===== src/core/cmpc_pkg.sv =====
// shared constants for the comparator control and flag register
package cmpc_pkg;

    // ------------------------------------------------------------
    // register decode
    // ------------------------------------------------------------
    localparam logic [7:0] CTRL_ADDR  = 8'h9a;  // special-function address
    localparam logic [7:0] CTRL_PAGE  = 8'h00;  // special-function page
    localparam logic [7:0] CTRL_RESET = 8'h00;  // every bit clears on reset

    // ------------------------------------------------------------
    // field positions
    // ------------------------------------------------------------
    localparam int ENABLE_BIT = 7;
    localparam int OUT_BIT    = 6;
    localparam int RISE_BIT   = 5;
    localparam int FALL_BIT   = 4;
    localparam int POS_HI     = 3;
    localparam int POS_LO     = 2;
    localparam int NEG_HI     = 1;
    localparam int NEG_LO     = 0;

    // ------------------------------------------------------------
    // hysteresis codes
    // ------------------------------------------------------------
    localparam logic [1:0] HYST_OFF   = 2'h0;  // disabled
    localparam logic [1:0] HYST_5MV   = 2'h1;
    localparam logic [1:0] HYST_10MV  = 2'h2;
    localparam logic [1:0] HYST_20MV  = 2'h3;

endpackage


===== src/core/cmpc_edge_if.sv =====
// carrier for the synchronised comparator level and its edge pulses
`timescale 1ns/1ns
`default_nettype none

interface cmpc_edge_if;
    logic level;  // synchronised comparator result
    logic rise;   // one-cycle pulse on a rising transition
    logic fall;   // one-cycle pulse on a falling transition

    modport src (output level, output rise, output fall);
    modport dst (input level, input rise, input fall);
endinterface

`default_nettype wire


===== src/core/cmpc_edge_detect.sv =====
// synchroniser and edge detector for the analog comparator result
`timescale 1ns/1ns
`default_nettype none

module cmpc_edge_detect (
    input  wire logic   clk,     // system clock
    input  wire logic   rst_n,   // asynchronous reset, active low
    input  wire logic   raw,     // comparator result, asynchronous
    cmpc_edge_if.src    edge_o   // level and edge pulses
);

    // ------------------------------------------------------------
    // two-flop synchroniser; first stage feeds only the second
    // ------------------------------------------------------------
    logic meta;
    logic sync;
    logic prev;

    // the analog result may change at any instant, so it is retimed first
    always_ff @(posedge clk or negedge rst_n) begin
        if (!rst_n) begin
            meta <= 1'b0;
            sync <= 1'b0;
        end else begin
            meta <= raw;
            sync <= meta;
        end
    end

    // ------------------------------------------------------------
    // edge pulses, registered so downstream sees clean flops
    // ------------------------------------------------------------
    // no filtering: power-up and setting changes may yield false edges
    always_ff @(posedge clk or negedge rst_n) begin
        if (!rst_n) begin
            prev        <= 1'b0;
            edge_o.rise <= 1'b0;
            edge_o.fall <= 1'b0;
        end else begin
            prev        <= sync;
            edge_o.rise <= sync & ~prev;
            edge_o.fall <= ~sync & prev;
        end
    end

    assign edge_o.level = sync;

endmodule

`default_nettype wire


===== src/core/cmpc_control.sv =====
// comparator control register: enable, output state, edge flags, hysteresis
`timescale 1ns/1ns
`default_nettype none

// Behaviour
// - bit 6 reads live comparator result
// - bit 5 sticky rising-edge flag, software clears
// - bit 4 sticky falling-edge flag, software clears
// - bits 3:2 select positive hysteresis
// - bits 1:0 select negative hysteresis
// - edge flags may set spuriously; no filtering
// - register at address 0x9A page 0x00, resets zero
module cmpc_control (
    input  wire logic       MCLK,          // system clock, 20 MHz
    input  wire logic       RST_N,         // asynchronous reset, active low
    input  wire logic [7:0] SFR_ADDR,      // special-function address
    input  wire logic [7:0] SFR_PAGE,      // special-function page
    input  wire logic       SFR_WR,        // write strobe, one cycle
    input  wire logic       SFR_RD,        // read strobe, one cycle
    input  wire logic [7:0] SFR_WDATA,     // write data
    output logic      [7:0] SFR_RDATA,     // read data, valid a cycle after SFR_RD
    input  wire logic       CMP_RESULT,    // analog comparator result
    output logic            CMP_ENABLE,    // comparator power enable
    output logic      [1:0] CMP_POS_HYST,  // positive hysteresis code
    output logic      [1:0] CMP_NEG_HYST   // negative hysteresis code
);

    // ------------------------------------------------------------
    // edge detection
    // ------------------------------------------------------------
    cmpc_edge_if cmp ();

    cmpc_edge_detect u_edge (
        .clk    (MCLK),
        .rst_n  (RST_N),
        .raw    (CMP_RESULT),
        .edge_o (cmp)
    );

    // ------------------------------------------------------------
    // address decode
    // ------------------------------------------------------------
    logic addr_hit;
    logic wr_hit;
    logic rd_hit;
    logic rise_flag;
    logic fall_flag;
    logic [7:0] ctrl_view;

    // both address and page must match
    assign addr_hit = (SFR_ADDR == cmpc_pkg::CTRL_ADDR) && (SFR_PAGE == cmpc_pkg::CTRL_PAGE);
    assign wr_hit   = SFR_WR && addr_hit;
    assign rd_hit   = SFR_RD && addr_hit;

    // ------------------------------------------------------------
    // software-owned control fields
    // ------------------------------------------------------------
    // enable and hysteresis drive the analog block straight from flops
    always_ff @(posedge MCLK or negedge RST_N) begin
        if (!RST_N) begin
            CMP_ENABLE   <= cmpc_pkg::CTRL_RESET[cmpc_pkg::ENABLE_BIT];
            CMP_POS_HYST <= cmpc_pkg::HYST_OFF;
            CMP_NEG_HYST <= cmpc_pkg::HYST_OFF;
        end else if (wr_hit) begin
            CMP_ENABLE   <= SFR_WDATA[cmpc_pkg::ENABLE_BIT];
            CMP_POS_HYST <= SFR_WDATA[cmpc_pkg::POS_HI:cmpc_pkg::POS_LO];
            CMP_NEG_HYST <= SFR_WDATA[cmpc_pkg::NEG_HI:cmpc_pkg::NEG_LO];
        end
    end

    // ------------------------------------------------------------
    // sticky edge flags
    // ------------------------------------------------------------
    // an edge in the same cycle as a software clear wins, so no edge is lost
    always_ff @(posedge MCLK or negedge RST_N) begin
        if (!RST_N) begin
            rise_flag <= cmpc_pkg::CTRL_RESET[cmpc_pkg::RISE_BIT];
            fall_flag <= cmpc_pkg::CTRL_RESET[cmpc_pkg::FALL_BIT];
        end else begin
            if (cmp.rise) begin
                rise_flag <= 1'b1;
            end else if (wr_hit) begin
                rise_flag <= SFR_WDATA[cmpc_pkg::RISE_BIT];
            end
            if (cmp.fall) begin
                fall_flag <= 1'b1;
            end else if (wr_hit) begin
                fall_flag <= SFR_WDATA[cmpc_pkg::FALL_BIT];
            end
        end
    end

    // ------------------------------------------------------------
    // read path
    // ------------------------------------------------------------
    // output-state bit is read-only; writes to it are dropped
    assign ctrl_view = {CMP_ENABLE, cmp.level, rise_flag, fall_flag,
                        CMP_POS_HYST, CMP_NEG_HYST};

    // registered read data; idle bus reads as zero
    always_ff @(posedge MCLK or negedge RST_N) begin
        if (!RST_N) begin
            SFR_RDATA <= 8'h00;
        end else if (rd_hit) begin
            SFR_RDATA <= ctrl_view;
        end else begin
            SFR_RDATA <= 8'h00;
        end
    end
endmodule

`default_nettype wire


===== config.mk =====
export PLATFORM = sky130hd
export DESIGN_NAME = cmpc_control
export DESIGN_NICKNAME = d
export VERILOG_FILES = /design/src/core/cmpc_pkg.sv /design/src/core/cmpc_edge_if.sv /design/src/core/cmpc_edge_detect.sv /design/src/core/cmpc_control.sv
export SDC_FILE = /design/constraint.sdc
export NUM_CORES = 1
export LEC_CHECK = 0
export ABC_AREA = 1
export BUFFER_PORTS_ARGS = -buffer_cell sky130_fd_sc_hd__clkbuf_2
export CAP_MARGIN = 5
export CORE_MARGIN = 5
export CORE_UTILIZATION = 30
export CTS_CLUSTER_SIZE = 30
export DETAILED_ROUTE_END_ITERATION = 16
export MAX_ROUTING_LAYER = met4
export SLEW_MARGIN = 15
export SYNTH_ARGS = -nofsm -noshare
export SYNTH_HDL_FRONTEND = slang
export SYNTH_SLANG_ARGS = --single-unit

===== constraint.sdc =====
create_clock -name MCLK -period 0.8 [get_ports MCLK]
set_input_delay 0.12 -clock MCLK [delete_from_list [all_inputs] [get_ports MCLK]]
set_output_delay 0.12 -clock MCLK [all_outputs]
set_load 0.02 [all_outputs]

Word level (Yosys, flattened, before mapping) --
Cells that the tools add are included.
Storage, ports and cells: word-level logic and storage cells 27, output and inout port bits 13, register bits 20, input bits 29
Cells by class: reduce and logical (&&, ||, !) cells 6, bitwise gates (word level) 4, muxes and demuxes 5, equality and inequality tests 1
Operators with widths (number):
- equality test 8 bit (second input constant) | 1
- logical NOT 8 bit | 1
- 2-to-1 mux 8 bit | 1
- 2-to-1 mux 1 bit | 4
- nonzero test 2 bit | 2
- logical AND 1 bit | 3
- bitwise AND 1 bit | 2
- inverter 1 bit | 2

Logic depth before layout (Yosys ltp) --
Gate-level depths: netlist of the first run.
depth after elaboration 5, mapped depth 7, gate-level depth less buffers 7

Cells and area by module --
From an unflattened synthesis of the first run, not the netlist that was laid out.
Second synthesis, totals: cells, all modules 97, area, all modules 883.3 um^2
By module, submodules not included:
- cmpc_control | cells an instance 88, seq. area each 375.4 um^2, area an instance 743.2 um^2, instances 1
- cmpc_edge_detect | cells an instance 9, seq. area each 125.1 um^2, area an instance 140.1 um^2, instances 1

Worst setup path after synthesis of the first run --
OpenSTA, ideal clock, no wires.
path type input -> register, start point in SFR_ADDR[6], end point reg CMP_ENABLE, setup time 0.117 ns, slack 0.015 ns, arrival 0.668 ns, buffers on the path 0, data required time 0.683 ns, stages 6, path through inv_1 nand4_2 nor2_4 nand3_4 nand2_1 nand2_1
On the way: longest elaborated chain between the ends 3
Ends and longest elaborated chain:
- start: declaration | RTL line cmpc_control.sv:16 | input wire logic [7:0] SFR_ADDR,
- equality test 8 bit | RTL line cmpc_control.sv:51 | assign addr_hit = (SFR_ADDR == cmpc_pkg::CTRL_ADDR) && (SFR_PAGE == cmpc_pkg::CTRL_PAGE);
- logical AND 1 bit | RTL line cmpc_control.sv:51
- logical AND 1 bit | RTL line cmpc_control.sv:52 | assign wr_hit = SFR_WR && addr_hit;
- end signal: assignment | RTL line cmpc_control.sv:61 | CMP_ENABLE <= cmpc_pkg::CTRL_RESET[cmpc_pkg::ENABLE_BIT];
- end signal: assignment | RTL line cmpc_control.sv:65 | CMP_ENABLE <= SFR_WDATA[cmpc_pkg::ENABLE_BIT];
- end: declaration | RTL line cmpc_control.sv:23 | output logic CMP_ENABLE,
Every way passes these cells. A chain may end at the register's enable or synchronous reset.

Worst setup path in the final report of the first run --
start point reg CMP_ENABLE, end point out CMP_ENABLE
No word-level cell between the ends.

==> flow_summary.json, run 1 <==
{
  "route.detailed.wl_per_inst_um": 11.3,
  "avgSynthCellArea_um2": 9.16,
  "clk_pin_slew_ps": 100,
  "crit_type": "flip-flop to output port",
  "grt_first_pass_wirelength_mm": 3.55,
  "nets": 179,
  "core_area_um2": 2780,
  "drtPass1Iterations": 4,
  "grt-ovfl-total": 0,
  "path_cells": "buf_6",
  "r2r_start": "CMP_NEG_HYST[1]$_DFFE_PN0P_",
  "final_core_util_pct": 47.3,
  "synth_area_um2": 880,
  "grt_pass1_vias": 847,
  "r2r_slack_ps": -60,
  "violations": "negative setup slack",
  "crit_required_ps": 680,
  "maxCapViolations": 0,
  "drt_iter0_drc": 18,
  "arrival_ps": 830,
  "finalInstanceArea_um2": 1320,
  "tightestPinTransition_ps": 486,
  "regMostFlops": "SFR_RDATA",
  "cts_sinks": 20,
  "ir_worst_vdd_mv": 1.53,
  "numPortBuffers": 40,
  "cp.buffers_inverters": 1,
  "p_leak_nw": 0.708,
  "p_clk_share_pct": 31.9,
  "crit_family": "flip-flops",
  "crit_slowest_cell": "dfrtp_1",
  "fp.dieH_um": 64.1,
  "yosys_warnings": 0,
  "synth_top_family_by_area": "simple AND/OR/NAND/NOR gates",
  "routed_wl_mm": 2.04,
  "place_area_um2": 1130,
  "antenna_found_initial": 0,
  "max_slew_margin_pct": 67.6,
  "power_frac_comb_pct": 9.1,
  "yosysUniqueCellTypes": 13,
  "syn_inst": 96,
  "grt_use_total_pct": 11.1,
  "wl_met1_um": 906,
  "antenna_left": 0,
  "finClkSkew_ps": 2.49,
  "rsz0062_at_grt": "yes",
  "hold_path_class": "primary input to flip-flop",
  "yosysSeqAreaShare_pct": 56.9,
  "cp_slowest_stage_delay_ps": 410,
  "synth_top_area_share_pct": 56.9,
  "vias_per_cell": 4.41,
  "cp-startpoint": "CMP_ENABLE$_DFFE_PN0P_",
  "outcome": "finished, violations left",
  "regToRegEndpoint": "CMP_NEG_HYST[1]$_DFFE_PN0P_",
  "hold_violations": 0,
  "tritoncts": "yes",
  "p_per_area_nw_per_um2": 1320,
  "row_count": 19,
  "antennaDiodeCount": 0,
  "numCtsBuffers": 3,
  "period_minus_slack_ps": 949,
  "fillCellCount": 266,
  "reg2regPathDepth": 4,
  "cts.path.max_buffers": 2,
  "largest_reg_flops": 8,
  "fin_crit_sh_pct": 119,
  "synth_mux_area_share_pct": 0,
  "cts-htree-levels": 1,
  "end_kind": "output port",
  "cp.depth": 1,
  "seq_power_share_pct": 59.0,
  "dieArea_um2": 4110,
  "finalMaxSlewViolations": 0,
  "detailed_place_hpwl_mm": 1.66,
  "p_sw_share_pct": 21.3,
  "start_kind": "flip-flop",
  "ios": 42,
  "place_congestion": 0.770,
  "max_freq_mhz": 1050,
  "yosys-top-cells-area": "dfrtp_1 (57%), nor2_1 (8.1%), inv_1 (6.8%), nand2_1 (6.8%), nand4_1 (5.0%)",
  "p_int_w": 0.00137,
  "p_sw_w": 0.000370,
  "yosysTopAreaCell": "dfrtp_1",
  "wl_met2_um": 926,
  "largest_registers": "SFR_RDATA (8), CMP_NEG_HYST (2), CMP_POS_HYST (2)",
  "synthAdderAreaFrac_pct": 0,
  "areaGrowthSynthToFinish_pct": 49.5,
  "setup_viol": 15,
  "drive_gt1_share_pct": 43.6,
  "crit_end": "CMP_ENABLE",
  "drc": 0,
  "met3_length_um": 197,
  "clock_latency_ps": 290,
  "critPathMaxFanout": 2,
  "start_util_pct": 31.6,
  "ys_ff_latch": 20,
  "synth-xor-area-share_pct": 0,
  "maxUsedRoutingLayer": "met4",
  "fp.dieW_um": 64.1,
  "cts_root_buf": "clkbuf_4",
  "synthSimpleGateAreaFrac_pct": 35.7,
  "routed-via-count": 793,
  "synth_compound_area_share_pct": 0,
  "grt_max_degree": 21,
  "worst_slack_ps": -149,
  "tns_ps": -1810,
  "syn-num-nets": 125
}
==> cells in the final DEF, fill, tap and decap left out <==
cell           count
clkbuf_8           1
dfrtp_1           20
nor2_1            19
nand4_2            2
buf_4              7
inv_1             16
nand2_1           16
nor2_2             5
clkbuf_4           3
nand2_2            2
buf_6             14
nand3_4            1
nand4_1            7
clkbuf_2          27
nor2_4             2
nand3_1            4
dlygate4sd3_1      2
nand3_2            1
==> cell families (layout without fill, tap and decap cells) <==
group,Yosys count,count (layout)
buffers and inverters,17,70
AND/OR/NAND/NOR,59,59
flip-flops,20,20
==> power groups by stage <==
stage                     logic [W]  clock network [W]  registers, W
after CTS                  0.000163           0.000584       0.00103
after floorplan           0.0000485                  0       0.00105
after global routing       0.000182           0.000639       0.00103
final                      0.000159           0.000555       0.00103
after global placement     0.000150                  0       0.00105
after detailed placement   0.000154                  0       0.00105
==> how the worst min path moves through the flow <==
stage	start	end	slack, ps	cells after the start
floorplan	RST_N	CMP_ENABLE$_DFFE_PN0P_	-180	0
global placement	RST_N	CMP_NEG_HYST[1]$_DFFE_PN0P_	100	1
detailed placement	RST_N	CMP_NEG_HYST[1]$_DFFE_PN0P_	100	1
CTS	SFR_WDATA[2]	CMP_POS_HYST[0]$_DFFE_PN0P_	50	3
global route	SFR_WDATA[7]	CMP_ENABLE$_DFFE_PN0P_	70	3
finish	SFR_WDATA[2]	CMP_POS_HYST[0]$_DFFE_PN0P_	70	3
==> synthesized netlist by cell type <==
library cell / count
clkbuf_2: 1
dfrtp_1: 20
inv_1: 16
nand2_1: 16
nand2_2: 2
nand3_1: 4
nand3_2: 1
nand3_4: 1
nand4_1: 7
nand4_2: 2
nor2_1: 19
nor2_2: 5
nor2_4: 2
==> area by class of cell <==
| type | count | area (um^2) | area share (%) |
|---|---|---|---|
| clock buffer | 4 | 36.3 | 2.76 |
| multi-input combinational | 59 | 314 | 23.9 |
| inverter | 16 | 60.1 | 4.57 |
| timing repair buffer | 50 | 365 | 27.8 |
| tap | 31 | 38.8 | 2.95 |
| sequential | 20 | 500 | 38.1 |
==> metrics by stage <==
stage | total power [W] | std cells | hold WS [ps] | setup WS [ps]
2_1_floorplan | 0.00110 | 96 | -176 | 14.8
3_3_place_gp | 0.00120 | 168 | 96.9 | -171
3_5_place_dp | 0.00120 | 168 | 102 | -204
4_1_cts | 0.00177 | 179 | 52.7 | -172
5_1_grt | 0.00185 | 180 | 65.2 | -208
6_report | 0.00174 | 180 | 66.8 | -149
==> what timing repair did <==
action	in CTS	in global routing
buffers inserted	5	1
hold endpoints to repair	21	0
pin swaps	0	0
hold buffers	2	0
setup endpoints to repair	13	13
gates resized for setup	0	40
==> per-layer routing <==
| metal | vias up | GRT usage (%) |
|---|---|---|
| li1 | 406 | - |
| met1 | 353 | 13.1 |
| met2 | 32 | 18.1 |
| met3 | 2 | 4.90 |
| met4 | 0 | 1.53 |
| met5 | - | - |
(Power assumes the default switching activity.)
==> run 2: changes to the inputs <==
--- a/config.mk
+++ b/config.mk
@@ -5,7 +5,6 @@
 export SDC_FILE = /design/constraint.sdc
 export NUM_CORES = 1
 export LEC_CHECK = 0
-export ABC_AREA = 1
 export BUFFER_PORTS_ARGS = -buffer_cell sky130_fd_sc_hd__clkbuf_2
 export CAP_MARGIN = 5
 export CORE_MARGIN = 5
@@ -16,4 +15,5 @@
 export SLEW_MARGIN = 15
 export SYNTH_ARGS = -nofsm -noshare
 export SYNTH_HDL_FRONTEND = slang
+export SYNTH_HIERARCHICAL = 1
 export SYNTH_SLANG_ARGS = --single-unit
==> run 2 against run 1 <==
  * The flow still finishes with violations (negative setup slack)
  * Fmax down 5.8%
  * Via count down 29%
  * Register-to-register slack worse by 50 ps
  * Critical path type is now primary input to flip-flop
  * Critical endpoint is now CMP_NEG_HYST[0]$_DFFE_PN0P_
  * Largest cell class unchanged
  * Largest power group unchanged
==> flow_summary.json, run 2 <==
{
  "outcome": "finished, violations left",
  "violations": "negative setup slack",
  "antennaDiodeCount": 0,
  "finalMaxSlewViolations": 0,
  "synth_edf_count": 0,
  "p_leak_nw": 0.665,
  "end_kind": "flip-flop",
  "arrival_ps": 1190,
  "p_per_area_nw_per_um2": 1320,
  "largest_reg_flops": 8,
  "rsz0062_at_grt": "yes",
  "post-place-ws_ps": -534,
  "maxCapViolations": 0,
  "crit_type": "primary input to flip-flop",
  "synth_mux_area_share_pct": 10.0,
  "cp.buffers_inverters": 1,
  "clock_latency_ps": 290,
  "synthSimpleGateAreaFrac_pct": 17.9,
  "r2r_slack_ps": -110,
  "place_area_um2": 993,
  "row_count": 18,
  "avgSynthCellArea_um2": 16.3,
  "synth_top_family_by_area": "simple AND/OR/NAND/NOR gates",
  "period_minus_slack_ps": 1010,
  "place_congestion": 0.688,
  "core_area_um2": 2430,
  "synthArstFlopShare_pct": 100,
  "ys.flop_type": "dfrtp_1",
  "antenna_left": 0,
  "finalPower_w": 0.00163,
  "route.detailed.wl_per_inst_um": 13.5,
  "critPathMaxFanout": 7,
  "syn_inst": 46,
  "grt_use_total_pct": 10.4,
  "nets": 128,
  "drc": 0,
  "hold_depth": 2,
  "fillCellCount": 204,
  "hold_violations": 0,
  "syn-num-nets": 75,
  "synth_area_um2": 749,
  "max_slew_margin_pct": 68.3,
  "clk_pin_slew_ps": 100,
  "synth-xor-area-share_pct": 0,
  "yosys_warnings": 6,
  "drive_gt1_share_pct": 63.9,
  "cts_sinks": 20,
  "cp_slowest_stage_delay_ps": 310,
  "mostFrequentLayoutCells": "clkbuf_2 (24), dfrtp_1 (20), buf_6 (17)",
  "routed-via-count": 562,
  "synth_common_cells": "dfrtp_1 (20), and3_1 (8), mux2_4 (5)",
  "worst_slack_ps": -208,
  "regMostFlops": "SFR_RDATA",
  "synthAdderAreaFrac_pct": 0,
  "tightestPinTransition_ps": 476,
  "yosysUniqueCellTypes": 13,
  "numPortBuffers": 40,
  "ys_ff_latch": 20,
  "cts-htree-levels": 1,
  "synth_compound_area_share_pct": 4.34,
  "finClkSkew_ps": 0.780,
  "final_common_cell": "clkbuf_2",
  "routed_wl_mm": 1.72,
  "cts.path.max_buffers": 2,
  "finalInstanceArea_um2": 1230,
  "max_freq_mhz": 993,
  "crit_required_ps": 980,
  "vias_per_cell": 4.43,
  "crit_slowest_cell": "and4_4",
  "drt_iter0_drc": 9,
  "grt-ovfl-total": 0,
  "ios": 42,
  "r2r_start": "CMP_NEG_HYST[0]$_DFFE_PN0P_",
  "numCtsBuffers": 3,
  "dieArea_um2": 3600,
  "start_util_pct": 30.8,
  "largest_registers": "SFR_RDATA (8), CMP_NEG_HYST (2), CMP_POS_HYST (2)",
  "antenna_found_initial": 0,
  "min-delay-start": "SFR_WDATA[3]",
  "yosysMostFrequentCell": "dfrtp_1",
  "yosysTopAreaCell": "dfrtp_1",
  "path_cells": "buf_6 > nor4bb_4 > and4_4 > nand2_8 > mux2_4",
  "whs_endpoint": "CMP_POS_HYST[1]$_DFFE_PN0P_",
  "yosysSeqAreaShare_pct": 66.8,
  "start_kind": "primary input",
  "synth_top_area_share_pct": 66.8,
  "areaGrowthSynthToFinish_pct": 64.4,
  "fp.dieH_um": 60.0,
  "detailed_place_hpwl_mm": 1.22,
  "grt_first_pass_wirelength_mm": 2.64,
  "grt_pass1_vias": 612,
  "reg2regPathDepth": 2,
  "setup_viol": 28,
  "seq_area_um2": 500,
  "fin_crit_sh_pct": 126,
  "tritoncts": "yes",
  "ir_worst_vdd_mv": 1.14,
  "final_core_util_pct": 50.7,
  "yosys-top-cells-area": "dfrtp_1 (67%), mux2_4 (10%), and3_1 (6.7%), nor4b_2 (4.0%), a31o_1 (2.3%)",
  "cts_root_buf": "clkbuf_4",
  "multi_input_area_um2": 289,
  "crit_family": "simple AND/OR/NAND/NOR gates",
  "hold_path_class": "primary input to flip-flop",
  "grt_max_degree": 21,
  "regToRegEndpoint": "CMP_NEG_HYST[0]$_DFFE_PN0P_",
  "fp.dieW_um": 60.0,
  "drtPass1Iterations": 2
}
==> run 2: how the worst max path moves through the flow <==
| stage | from | end | slack, ps | cells past startpoint |
|---|---|---|---|---|
| after floorplan | SFR_PAGE[3] | CMP_ENABLE$_DFFE_PN0P_ | -320 | 4 |
| after global placement | SFR_PAGE[3] | CMP_POS_HYST[0]$_DFFE_PN0P_ | -510 | 5 |
| after detailed placement | SFR_PAGE[3] | CMP_NEG_HYST[0]$_DFFE_PN0P_ | -530 | 5 |
| after CTS | SFR_PAGE[3] | CMP_NEG_HYST[0]$_DFFE_PN0P_ | -200 | 5 |
| after global routing | SFR_PAGE[1] | CMP_NEG_HYST[0]$_DFFE_PN0P_ | -240 | 5 |
| final | SFR_PAGE[1] | CMP_NEG_HYST[0]$_DFFE_PN0P_ | -210 | 5 |
==> run 2: metrics by stage <==
stage | setup TNS, ps | hold WS (ps) | cells
after global placement | -6290 | 95.5 | 116
final | -3210 | 53.9 | 127
after global routing | -4440 | 37.5 | 127
after CTS | -3670 | 44.5 | 125
after detailed placement | -6530 | 112 | 116
after floorplan | -3420 | -176 | 46
==> run 2: cell type report <==
cell class / instances / share of cell area, %
clock buffer: 3 / 1.83
multi-input combinational: 25 / 23.5
sequential: 20 / 40.6
tap: 30 / 3.05
timing repair buffer: 49 / 31.1
==> run 2: kinds of logic (layout without fill, tap and decap cells) <==
group | Yosys count | count (layout)
AOI/OAI and AO/OA | 4 | 4
buffers and inverters | 1 | 52
DFF | 20 | 20
and+or+nand+nor | 16 | 16
muxes | 5 | 5
==> run 2: repair_timing <==
item                                   CTS  global route
resized for setup                        3            47
pin swaps                                1             6
setup endpoints to repair               28            28
endpoints found under the hold margin   21             0
gates cloned                             0             1
hold buffers                             2             0
setup buffers                            4             1
==> run 2: power by group <==
group	internal [W]	switching, W	total [W]
clock	0.000175	0.000275	0.000450
sequential	0.00102	0.00000474	0.00103
combinational	0.0000850	0.0000630	0.000148
==> run 2: layer usage <==
| layer | part of all wire (%) | vias to the layer above | track usage [%] |
|---|---|---|---|
| met1 | 35 | 276 | 10.2 |
| met4 | 0.70 | 0 | 2.85 |
| li1 | - | 272 | - |
| met3 | 4.5 | 2 | 3.89 |
| met2 | 59 | 12 | 19.0 |
| met5 | 0 | - | - |
